`src/djkff_consts.svh`:
```
// Constants for the dual J-K storage block
`ifndef DJKFF_CONSTS_SVH
`define DJKFF_CONSTS_SVH

// Number of independent storage elements
`define DJKFF_NUM_ELEM       2
// Stored level after reset_n
`define DJKFF_Q_RST          1'h0
// Reset level of the element clock synchroniser
`define DJKFF_CLK_SYNC_RST   1'h0
// Reset level of data input synchronisers
`define DJKFF_DATA_SYNC_RST  1'h0
// Inactive level of the override synchronisers
`define DJKFF_OVR_IDLE       1'h1

`endif

```
`src/djkff_pkg.sv`:
```
// Types shared by the dual J-K storage block
package djkff_pkg;

  // Action taken by one element at a falling edge of its clock
  typedef enum logic [1:0] {
    DJKFF_HOLD,
    DJKFF_SET,
    DJKFF_RESET,
    DJKFF_TOGGLE
  } djkff_action_t;

  // Which override pattern is active on one element
  typedef enum logic [1:0] {
    DJKFF_OVR_NONE,
    DJKFF_OVR_SET,
    DJKFF_OVR_RESET,
    DJKFF_OVR_BOTH
  } djkff_ovr_t;

endpackage : djkff_pkg

```
`src/djkff_dual_flip_flop.sv`:
```
// Dual J-K storage element with asynchronous-style set and reset overrides
// All pins are foreign to ref_clk and pass a two-stage synchroniser. The
// element clock is edge-detected after the second stage, so data and clock
// share one pipeline and are seen in the same ref_clk cycle.
//
// Latency: a pin change sampled at ref_clk edge N reaches q and q_n at
// edge N+2, three edges after the change when the sampling edge counts.
// Overrides take the same path, so their effect has that fixed delay.
//
// Element clock pulses, high or low, shorter than one ref_clk period may
// be missed. Data must stand two periods before and one after a fall.
//
// Overrides win over any clock edge. A fall seen while an override is low
// is discarded, and releasing an override never creates an edge.
//
// With both overrides low the stored level becomes high and both pins read
// high. Once both are released the outputs are complementary again, q high.
// Releasing one before the other leaves the remaining override in charge.
`include "djkff_consts.svh"

module djkff_dual_flip_flop
  import djkff_pkg::*;
(
  // System clock and synchronous reset
  input  wire logic       ref_clk,
  input  wire logic       reset_n,
  // Element clocks, one bit per element
  input  wire logic [1:0] jk_clk,
  // Data inputs, one bit per element
  input  wire logic [1:0] set_request,
  input  wire logic [1:0] reset_request,
  // Overrides, active low, one bit per element
  input  wire logic [1:0] async_set_n,
  input  wire logic [1:0] async_reset_n,
  // Complementary outputs, one bit per element
  output logic      [1:0] q,
  output logic      [1:0] q_n
);

  // Decode the data pair into the action of a falling clock edge
  // Set request is the upper bit, reset request the lower one
  // All four codes are legal, so no default is needed
  function automatic djkff_action_t djkff_decode(input logic set_in, input logic rst_in);
    djkff_action_t act;
    act = DJKFF_HOLD;
    unique case ({set_in, rst_in})
      2'h0: act = DJKFF_HOLD;
      2'h2: act = DJKFF_SET;
      2'h1: act = DJKFF_RESET;
      2'h3: act = DJKFF_TOGGLE;
    endcase
    return act;
  endfunction : djkff_decode

  // Decode the override pair of one element
  // Both inputs are active low: all ones means no override at all
  // All four codes are legal, so no default is needed
  function automatic djkff_ovr_t djkff_ovr(input logic set_n_in, input logic rst_n_in);
    djkff_ovr_t ovr;
    ovr = DJKFF_OVR_NONE;
    unique case ({set_n_in, rst_n_in})
      2'h3: ovr = DJKFF_OVR_NONE;
      2'h1: ovr = DJKFF_OVR_SET;
      2'h2: ovr = DJKFF_OVR_RESET;
      2'h0: ovr = DJKFF_OVR_BOTH;
    endcase
    return ovr;
  endfunction : djkff_ovr

  // Synchroniser stages: stage 1 feeds only stage 2
  logic [1:0] clk_s1_q,  clk_s2_q,  clk_prev_q;
  logic [1:0] set_s1_q,  set_s2_q;
  logic [1:0] rst_s1_q,  rst_s2_q;
  logic [1:0] ovs_s1_q,  ovs_s2_q;
  logic [1:0] ovr_s1_q,  ovr_s2_q;
  logic [1:0] clk_prev_d;

  // Next values of the synchroniser stages
  logic [1:0] clk_s1_d,  clk_s2_d;
  logic [1:0] set_s1_d,  set_s2_d;
  logic [1:0] rst_s1_d,  rst_s2_d;
  logic [1:0] ovs_s1_d,  ovs_s2_d;
  logic [1:0] ovr_s1_d,  ovr_s2_d;

  // Storage state
  // The q register is the stored level; qn_q follows it except when
  // both overrides are low and both pins must read high together
  logic [1:0] q_q,  q_d;
  logic [1:0] qn_q, qn_d;
  logic [1:0] fall;

  // Shift each pin one stage further along its synchroniser
  always_comb begin
    // Element clocks
    clk_s1_d = jk_clk;
    clk_s2_d = clk_s1_q;
    // Data inputs
    set_s1_d = set_request;
    set_s2_d = set_s1_q;
    rst_s1_d = reset_request;
    rst_s2_d = rst_s1_q;
    // Overrides
    ovs_s1_d = async_set_n;
    ovs_s2_d = ovs_s1_q;
    ovr_s1_d = async_reset_n;
    ovr_s2_d = ovr_s1_q;
  end

  // Two-flop synchronisers on every pin, plus the edge history flop
  // Overrides reset to their inactive level so reset forces nothing
  always_ff @(posedge ref_clk) begin
    if (!reset_n) begin
      // Clock low at reset: a pin already low gives no false edge
      clk_s1_q   <= {2{`DJKFF_CLK_SYNC_RST}};
      clk_s2_q   <= {2{`DJKFF_CLK_SYNC_RST}};
      clk_prev_q <= {2{`DJKFF_CLK_SYNC_RST}};
      // Data inputs
      set_s1_q   <= {2{`DJKFF_DATA_SYNC_RST}};
      set_s2_q   <= {2{`DJKFF_DATA_SYNC_RST}};
      rst_s1_q   <= {2{`DJKFF_DATA_SYNC_RST}};
      rst_s2_q   <= {2{`DJKFF_DATA_SYNC_RST}};
      // Overrides
      ovs_s1_q   <= {2{`DJKFF_OVR_IDLE}};
      ovs_s2_q   <= {2{`DJKFF_OVR_IDLE}};
      ovr_s1_q   <= {2{`DJKFF_OVR_IDLE}};
      ovr_s2_q   <= {2{`DJKFF_OVR_IDLE}};
    end else begin
      // Element clocks
      clk_s1_q   <= clk_s1_d;
      clk_s2_q   <= clk_s2_d;
      clk_prev_q <= clk_prev_d;
      // Data inputs
      set_s1_q   <= set_s1_d;
      set_s2_q   <= set_s2_d;
      rst_s1_q   <= rst_s1_d;
      rst_s2_q   <= rst_s2_d;
      // Overrides
      ovs_s1_q   <= ovs_s1_d;
      ovs_s2_q   <= ovs_s2_d;
      ovr_s1_q   <= ovr_s1_d;
      ovr_s2_q   <= ovr_s2_d;
    end
  end

  // Falling edge seen on the synchronised element clock
  always_comb begin
    clk_prev_d = clk_s2_q;
    fall       = clk_prev_q & ~clk_s2_q;
  end

  // Next output levels, element by element
  // Override decode comes first, so any low override hides the clock
  // and the data inputs of that element for as long as it stays low
  always_comb begin
    q_d  = q_q;
    qn_d = qn_q;
    for (int i = 0; i < `DJKFF_NUM_ELEM; i++) begin
      unique case (djkff_ovr(ovs_s2_q[i], ovr_s2_q[i]))
        DJKFF_OVR_SET: begin
          q_d[i]  = 1'h1;
          qn_d[i] = 1'h0;
        end
        DJKFF_OVR_RESET: begin
          q_d[i]  = 1'h0;
          qn_d[i] = 1'h1;
        end
        DJKFF_OVR_BOTH: begin
          // Stored level becomes high and both pins show high-high
          q_d[i]  = 1'h1;
          qn_d[i] = 1'h1;
        end
        DJKFF_OVR_NONE: begin
          // Leaving high-high returns to complementary levels at once
          qn_d[i] = ~q_q[i];
          if (fall[i]) begin
            unique case (djkff_decode(set_s2_q[i], rst_s2_q[i]))
              DJKFF_HOLD:   q_d[i] = q_q[i];
              DJKFF_SET:    q_d[i] = 1'h1;
              DJKFF_RESET:  q_d[i] = 1'h0;
              DJKFF_TOGGLE: q_d[i] = ~q_q[i];
            endcase
            qn_d[i] = ~q_d[i];
          end
        end
      endcase
    end
  end

  // Output registers
  always_ff @(posedge ref_clk) begin
    if (!reset_n) begin
      q_q  <= {2{`DJKFF_Q_RST}};
      qn_q <= {2{~`DJKFF_Q_RST}};
    end else begin
      q_q  <= q_d;
      qn_q <= qn_d;
    end
  end

  // Outputs straight from flip-flops
  // No logic sits between the registers and the pins
  always_comb begin
    q   = q_q;
    q_n = qn_q;
  end

endmodule : djkff_dual_flip_flop

```
`config.mk`:
```
export PLATFORM = sky130hd
export DESIGN_NAME = djkff_dual_flip_flop
export DESIGN_NICKNAME = d
export VERILOG_FILES = /design/src/djkff_pkg.sv /design/src/djkff_dual_flip_flop.sv
export VERILOG_INCLUDE_DIRS = /design/src
export SDC_FILE = /design/constraint.sdc
export NUM_CORES = 1
export LEC_CHECK = 0
export BUFFER_PORTS_ARGS = -buffer_cell sky130_fd_sc_hd__buf_2
export CELL_PAD_IN_SITES_DETAIL_PLACEMENT = 1
export CELL_PAD_IN_SITES_GLOBAL_PLACEMENT = 2
export CORE_MARGIN = 4
export CORE_UTILIZATION = 24
export CTS_BUF_LIST = sky130_fd_sc_hd__clkbuf_4 sky130_fd_sc_hd__clkbuf_8
export DETAILED_ROUTE_END_ITERATION = 12
export GPL_TIMING_DRIVEN = 0
export HOLD_SLACK_MARGIN = 0.02
export PLACE_DENSITY = 0.58
export SLEW_MARGIN = 20
export SYNTH_ARGS = -nofsm -noshare
export SYNTH_HDL_FRONTEND = slang
export SYNTH_SLANG_ARGS = --single-unit
```
`constraint.sdc`:
```
create_clock -name ref_clk -period 1.4 [get_ports ref_clk]
set_clock_uncertainty 0.2 [all_clocks]
set_input_delay 0.07 -clock ref_clk [delete_from_list [all_inputs] [get_ports ref_clk]]
set_output_delay 0.07 -clock ref_clk [all_outputs]
set_load 0.01 [all_outputs]
```
## Word-level counts from Yosys, hierarchy flattened

Index checks and enable logic that the tools add are counted.

- Equality and inequality tests: 26
- Multiplexer cells: 22
- Reductions and logical operators: 12
- Bitwise gates (word level): 6

Operators by type and width:

| cell | number |
|---|---|
| == test 2 bit (second input constant) | 16 |
| case mux 2 bit (4 select lines) | 4 |
| == test 2 x 1 -> 1 bit (second input constant) | 8 |
| logical NOT 2 bit | 8 |
| case mux 1 bit (3 select lines) | 4 |
| two-way mux 1 bit | 8 |
| two-way mux 2 bit | 4 |
| case mux 1 bit (4 select lines) | 2 |
| OR reduction 2 bit | 4 |
| != test 2 bit (second input constant) | 2 |
| NOT 1 bit | 4 |
| bitwise AND 2 bit | 1 |
| NOT 2 bit | 1 |

- Output and inout port bits: 4
- Input bits: 12
- Register bits: 26
- Word-level logic and storage cells: 80

## Logic depth before layout (Yosys ltp)

Gate-level depths: netlist (run 1).

- Depth in word-level cells: 11
- Depth in mapped cells: 3
- Mapped depth without buffers: 3

## Worst setup path before layout (run 1)

Ideal clock, no wire load.

- Path kind: flip-flop to flip-flop
- From: register q_q[1] (netlist: q[1])
- To: register q_q[1] (netlist: q[1])
- Clock period less this slack: 1140 ps
- Library setup time: 60 ps
- Stages on the path, launching flop included: 4
- Data required time: 1140 ps
- Setup slack: 260 ps
- Buffers on the path: 0
- Arrival time: 881 ps
- Cell sequence: dfxtp_1 and2b_2 a22oi_2 and3_1

- Word-level cells in the longest chain between the ends: 6

RTL lines:

| item | RTL line | RTL |
|---|---|---|
| start, declared | djkff_dual_flip_flop.sv:88 | `logic [1:0] q_q, q_d;` |
| start signal, assigned | djkff_dual_flip_flop.sv:192 | `` q_q <= {2{`DJKFF_Q_RST}}; `` |
| start signal, assigned | djkff_dual_flip_flop.sv:195 | `q_q <= q_d;` |
| NOT 1 bit | djkff_dual_flip_flop.sv:180 | `DJKFF_TOGGLE: q_d[i] = ~q_q[i];` |
| case mux 1 bit (4 select lines) (*) | djkff_dual_flip_flop.sv:176 | `unique case (djkff_decode(set_s2_q[i], rst_s2_q[i]))` |
| two-way mux 1 bit (*) | djkff_dual_flip_flop.sv:175 | `if (fall[i]) begin` |
| two-way mux 1 bit (*) | djkff_dual_flip_flop.sv:158 | `unique case (djkff_ovr(ovs_s2_q[i], ovr_s2_q[i]))` |
| two-way mux 1 bit (*) | djkff_dual_flip_flop.sv:175 |  |
| case mux 1 bit (3 select lines) (*) | djkff_dual_flip_flop.sv:158 |  |

Every way passes the cells marked *; elsewhere a longest branch is shown, timed or not. The select of a mux whose other input is x is not followed.
A chain may end at the register's enable or synchronous reset.

## Worst setup path in the final report (run 1)

- From: input port async_set_n[1]
- To: register ovs_s1_q[1]

RTL lines:

| item | RTL line | RTL |
|---|---|---|
| start, declared | djkff_dual_flip_flop.sv:33 | `input wire logic [1:0] async_set_n,` |
| end signal, assigned | djkff_dual_flip_flop.sv:123 | `` ovs_s1_q <= {2{`DJKFF_OVR_IDLE}}; `` |
| end signal, assigned | djkff_dual_flip_flop.sv:138 | `ovs_s1_q <= ovs_s1_d;` |
| end, declared | djkff_dual_flip_flop.sv:74 | `logic [1:0] ovs_s1_q, ovs_s2_q;` |

No word-level cell between the ends.

==> results of run 1 <==
[report_power, final]
part | internal [mW] | switching (mW) | total (mW)
logic | 0.0639 | 0.0314 | 0.0953
registers | 0.774 | 0.0111 | 0.785
clock network | 0.159 | 0.197 | 0.356
[cell families after synthesis]
kind of cell / count (synthesis) / synth area share, %
buffers and inverters: 3 / 1.93
AND/OR/NAND/NOR: 31 / 26.8
AO/OA/AOI/OAI: 5 / 4.49
flip-flops: 26 / 66.8
[routing by layer]
metal	up-vias	global-route usage (%)	part of all wire, %
met4	0	4.75	1.3
met5	-	0	0
met2	12	9.96	47
met1	233	8.29	46
li1	272	-	-
met3	2	1.04	5.5
[Yosys cell counts]
library cell  instances  area, um^2
nand3b_1              1        7.51
nand2_1               1        3.75
nand2b_1              6        37.5
dfxtp_1              26         521
nand4b_1              1        8.76
o21ai_1               1        5.00
or2b_2                1        8.76
and2b_2               1        8.76
clkbuf_4              1        7.51
a21o_1                1        7.51
inv_1                 1        3.75
nand3_1               1        5.00
and2_1               13        81.3
and3_1                1        6.26
or2b_1                2        15.0
and4b_1               1        10.0
and2_2                1        7.51
a22oi_2               1        12.5
a21oi_1               1        5.00
and3b_1               1        8.76
clkbuf_1              1        3.75
o21ai_0               1        5.00
[placed cells by master (no fill, tap or decap)]
| cell type | Yosys | final |
|---|---|---|
| or2b_2 | 1 | 1 |
| a21o_1 | 1 | 1 |
| a22oi_2 | 1 | 1 |
| or2b_1 | 2 | 2 |
| nand4b_1 | 1 | 1 |
| nand2b_1 | 6 | 6 |
| dlygate4sd3_1 | 0 | 13 |
| o21ai_1 | 1 | 1 |
| nand2_1 | 1 | 1 |
| and2b_2 | 1 | 1 |
| and4b_1 | 1 | 1 |
| inv_1 | 1 | 1 |
| nand3_1 | 1 | 1 |
| a21oi_1 | 1 | 1 |
| and3b_1 | 1 | 1 |
| and2_1 | 13 | 13 |
| buf_2 | 0 | 15 |
| and2_2 | 1 | 1 |
| clkbuf_1 | 1 | 1 |
| nand3b_1 | 1 | 1 |
| o21ai_0 | 1 | 1 |
| dfxtp_1 | 26 | 26 |
| and3_1 | 1 | 1 |
| clkbuf_4 | 1 | 4 |
| clkbuf_8 | 0 | 1 |
[area by class of cell]
cell class                 instances  area [um^2]  share of cell area [%]
sequential                        26          520                    48.4
multi-input combinational         36          244                    22.7
inverter                           1         3.75                   0.349
tap                               44         55.1                    5.12
buffer                             2         11.3                    1.05
timing repair buffer              28          205                    19.1
clock buffer                       4         36.3                    3.37
[stage by stage]
stage | std cells | hold slack, ns
floorplan | 65 | -0.0570
global placement | 124 | 0.0502
detailed placement | 124 | 0.0522
CTS | 141 | 0.216
global route | 141 | 0.246
finish | 141 | 0.211
[worst max path at each step]
stage / startpoint / to / slack (ns) / cells after the start
3_5_place_dp: q[1] / q[1] / 0.24 / 3
2_1_floorplan: q[1] / q[1] / 0.26 / 3
5_1_grt: async_set_n[1] / ovs_s1_q[1] / 0.005 / 4
4_1_cts: async_set_n[1] / ovs_s1_q[1] / 0.06 / 4
6_report: async_set_n[1] / ovs_s1_q[1] / 0.04 / 4
3_3_place_gp: q[1] / q_n[1] / 0.26 / 3
[what timing repair did]
| action | CTS | global route |
|---|---|---|
| hold endpoints to repair | 14 | 0 |
| hold buffers | 13 | 0 |
| endpoints found under the setup margin | 0 | 0 |
==> impl_metrics.json, run 1 <==
{
  "hp-class": "flop to flop",
  "ff2ff_path_depth": 3,
  "cts.repair.resized": 0,
  "r2r_slack_ns": 0.23,
  "syn_area_per_cell_um2": 12.0,
  "crit_required_ns": 1.41,
  "critPathMaxStageDelay_ns": 0.54,
  "cellPowerDensity_nw_per_um2": 1150,
  "clock-root-buffer": "clkbuf_4",
  "crit_buf_inv": 3,
  "maxCapViolCount": 0,
  "holdPathStages": 1,
  "first_global_vias": 505,
  "cp_max_fo": 1,
  "dieArea_um2": 4220,
  "grt_antenna_before_repair": 0,
  "drc": 0,
  "worstReg2RegEnd": "q[1]",
  "path_clk_slew_ns": 0.13,
  "status": "completed",
  "crit_path_end_kind": "flop",
  "setup_viol": 0,
  "htree_num_levels": 1,
  "cts_buffer_depth": 2,
  "worst_slack_ns": 0.0417,
  "ir_worst_vdd_uv": 365,
  "rsz0062_at_grt": "false",
  "start_util_pct": 25.3,
  "vias": 519,
  "grt_overflow": 0,
  "io_pins": 16,
  "avgRoutedWirePerCell_um": 8.45,
  "period_share_pct": 97.0,
  "synth_area_um2": 779,
  "worst_pin_slew_ns": 0.351,
  "grt_max_degree": 15,
  "die_h_um": 65.0,
  "ys_seq_area_share_pct": 66.8,
  "dpl_worst_slack_ns": 0.241,
  "utilization_pct": 35.0,
  "yosysUniqueCellTypes": 22,
  "cts_tree": "built",
  "setup_tns_ns": 0,
  "fin_nets": 110,
  "gp_congestion": 0.595,
  "antenna_cells": 0,
  "die_x_um": 65.0,
  "fmax_mhz": 736,
  "critical_path.top_delay_family": "buffers and inverters",
  "p_leak_nw": 0.461,
  "syn_nets": 77,
  "synth_seq_cells": 26,
  "crit_chain": "dlygate4sd3_1, buf_2, nand2b_1, dlygate4sd3_1",
  "crit_path_top_delay_cell": "dlygate4sd3_1",
  "rows": 20,
  "yosys_warnings": 0,
  "drtIter0Drc": 6,
  "cts_setup_buffers": 0,
  "area_delta_synth_final_pct": 38.0,
  "clock_sinks": 26,
  "drt_first_pass_iters": 2,
  "via_per_inst": 3.68,
  "cts_buffers": 3,
  "r2r_start": "clk_prev_d[1]",
  "critPathKind": "input pin to flop",
  "finalHoldViolCount": 0,
  "nFillCells": 349,
  "grt_first_pass_wirelength_mm": 2.10,
  "grt_use_total_pct": 6.54,
  "design_area_um2": 1080,
  "antenna_left": 0,
  "coreArea_um2": 3080,
  "worst_path_most_repeated_cell": "dlygate4sd3_1",
  "power.total_mw": 1.24,
  "slew_violations": 0,
  "placed_area_um2": 910,
  "relSlewSlack_pct": 76.6,
  "clkLatencyLatePin_ns": 0.30,
  "min_from": "ovr_s2_q[1]",
  "drive_above_1_share_pct": 24.7,
  "netlist_instances": 65,
  "drt_wl_total_mm": 1.19,
  "fin_crit_ns": 1.36,
  "hold_path_end": "q_n[1]",
  "crit_arrival_ns": 1.37,
  "critPathLaunchType": "input pin",
  "portBuffers": 15
}
No activity file was read; power rests on OpenSTA's default activity.
==> inputs of run 2 (changes only) <==
--- a/config.mk
+++ b/config.mk
@@ -6,9 +6,10 @@
 export SDC_FILE = /design/constraint.sdc
 export NUM_CORES = 1
 export LEC_CHECK = 0
-export BUFFER_PORTS_ARGS = -buffer_cell sky130_fd_sc_hd__buf_2
+export BUFFER_PORTS_ARGS = -buffer_cell sky130_fd_sc_hd__buf_4
 export CELL_PAD_IN_SITES_DETAIL_PLACEMENT = 1
 export CELL_PAD_IN_SITES_GLOBAL_PLACEMENT = 2
+export CORE_ASPECT_RATIO = 0.8
 export CORE_MARGIN = 4
 export CORE_UTILIZATION = 24
 export CTS_BUF_LIST = sky130_fd_sc_hd__clkbuf_4 sky130_fd_sc_hd__clkbuf_8
==> run 2 against run 1 <==
Net effect:
- power up 21%
- wire length increased by 7.1%
- largest cell class unchanged
- cell area is 4.4% higher
- final cell count shrank 4.3%
- global-route usage up 0.66 points
- largest power group unchanged
- combinational power is 10% higher
- utilization grew 1.2 points
- count of clock-buffer cells in the layout decreased by 1
==> impl_metrics.json, run 2 (synthesis gave the netlist of run 1 again) <==
{
  "status": "completed",
  "cts_tree": "built",
  "hp-class": "flop to flop",
  "worstReg2RegEnd": "q[1]",
  "critPathLaunch": "reset_n",
  "fin_nets": 108,
  "maxCapViolCount": 0,
  "setup_viol": 0,
  "clock_sinks": 26,
  "crit_arrival_ns": 1.28,
  "htree_num_levels": 1,
  "hpwl_um": 888,
  "dpl_worst_slack_ns": 0.259,
  "cellPowerDensity_nw_per_um2": 1330,
  "p_clk_share_pct": 40.5,
  "critPathKind": "input pin to flop",
  "drt_first_pass_iters": 3,
  "clock-root-buffer": "clkbuf_8",
  "crit_required_ns": 1.41,
  "critPathLaunchType": "input pin",
  "io_pins": 16,
  "fmax_mhz": 789,
  "fin_cells": 135,
  "final_cell_mix": "dfxtp_1 (26), buf_4 (15), and2_1 (13)",
  "ir_worst_vdd_uv": 552,
  "setup_tns_ns": 0,
  "antenna_left": 0,
  "first_global_vias": 520,
  "switching_share_pct": 17.9,
  "met2_length_um": 586,
  "pwr-share-comb_pct": 7.0,
  "die_x_um": 71.7,
  "wl_met1_um": 608,
  "top_layer_used": "met4",
  "grt_max_degree": 16,
  "rows": 18,
  "area_delta_synth_final_pct": 44.1,
  "period_share_pct": 90.6,
  "grt_first_pass_wirelength_mm": 2.35,
  "r2r_slack_ns": 0.24,
  "grt_antenna_before_repair": 0,
  "via_per_inst": 3.76,
  "p_sw_mw": 0.268,
  "drtIter0Drc": 15,
  "rsz0062_at_grt": "false",
  "drc": 0,
  "coreArea_um2": 3110,
  "nFillCells": 357,
  "drt_wl_total_mm": 1.28,
  "relSlewSlack_pct": 73.2,
  "finalHoldViolCount": 0,
  "vias": 507,
  "grt_use_total_pct": 7.20,
  "avgRoutedWirePerCell_um": 9.44,
  "p_leak_nw": 0.484,
  "slew_violations": 0,
  "cts_setup_buffers": 0,
  "seqPwrFrac_pct": 52.5,
  "gp_congestion": 0.664,
  "clkLatencyLatePin_ns": 0.26,
  "power.total_mw": 1.50,
  "dieArea_um2": 4230,
  "fin_crit_ns": 1.27,
  "cts_buffers": 3,
  "r2r_start": "q[1]",
  "utilization_pct": 36.2,
  "ff2ff_path_depth": 3,
  "path_clk_slew_ns": 0.09,
  "crit_path_end": "clk_s1_q[0]",
  "die_h_um": 59.0,
  "antenna_cells": 0,
  "cts_buffer_depth": 2,
  "dp_cells": 120,
  "start_util_pct": 25.1,
  "crit_path_end_kind": "flop",
  "portBuffers": 15,
  "worst_pin_slew_ns": 0.402,
  "worst_slack_ns": 0.132,
  "cts.repair.resized": 0,
  "grt_overflow": 0,
  "wl_met3_um": 56,
  "cp_max_fo": 10,
  "p_int_mw": 1.23,
  "drive_above_1_share_pct": 25.3,
  "layout_commonest_cell": "dfxtp_1"
}
==> run 2: cell count changes in the layout (fill, tap and decap cells not counted), sizes merged <==
cell         change
clkbuf           -1
bufinv           +1
dlygate4sd3      -2
==> run 2: power groups by stage <==
stage	sequential [mW]	clock, mW	combinational [mW]
2_1_floorplan	0.802	0	0.0379
3_3_place_gp	0.802	0	0.0808
3_5_place_dp	0.803	0	0.0834
4_1_cts	0.785	0.624	0.107
5_1_grt	0.790	0.659	0.119
6_report	0.785	0.606	0.105
==> run 2: what timing repair did <==
item,CTS,global route
hold buffers,11,0
setup endpoints to repair,0,0
endpoints found under the hold margin,13,0
==> run 2: routing by layer <==
layer	track usage, %	vias up
met5	0	-
met4	2.41	0
met3	2.54	2
met2	11.3	11
met1	9.33	228
li1	-	266
==> run 2: critical path, cell delays in order <==
cell and delay (ns):
dlygate4sd3_1 0.52, buf_4 0.14, clkbuf_1 0.34, and2_1 0.20
==> run 2: area by class of cell <==
type,count,area (um^2),area share [%]
Multi-Input combinational cell,36,244,21.7
Inverter,1,3.75,0.334
Clock buffer,3,41.3,3.67
Sequential cell,26,520,46.3
Buffer,2,11.3,1.00
Timing Repair Buffer,26,223,19.8
Clock inverter,1,30.0,2.67
Tap cell,40,50.0,4.45
==> run 2: worst min-delay path by stage <==
| stage | endpoint | from | cells after the start |
|---|---|---|---|
| 6_report | q_n[1] | ovr_s2_q[1] | 1 |
| 5_1_grt | q_n[1] | ovr_s2_q[1] | 1 |
| 4_1_cts | q_n[1] | ovr_s2_q[1] | 1 |
| 3_5_place_dp | ovs_s1_q[0] | async_set_n[0] | 2 |
| 3_3_place_gp | ovr_s1_q[0] | async_reset_n[0] | 2 |
| 2_1_floorplan | ovr_s2_q[0] | reset_n | 1 |
==> run 2: stage by stage <==
step | hold slack (ns) | cell area [um^2]
2_1_floorplan | -0.0570 | 779
3_3_place_gp | 0.0506 | 942
3_5_place_dp | 0.0549 | 942
4_1_cts | 0.204 | 1120
5_1_grt | 0.224 | 1120
6_report | 0.206 | 1120
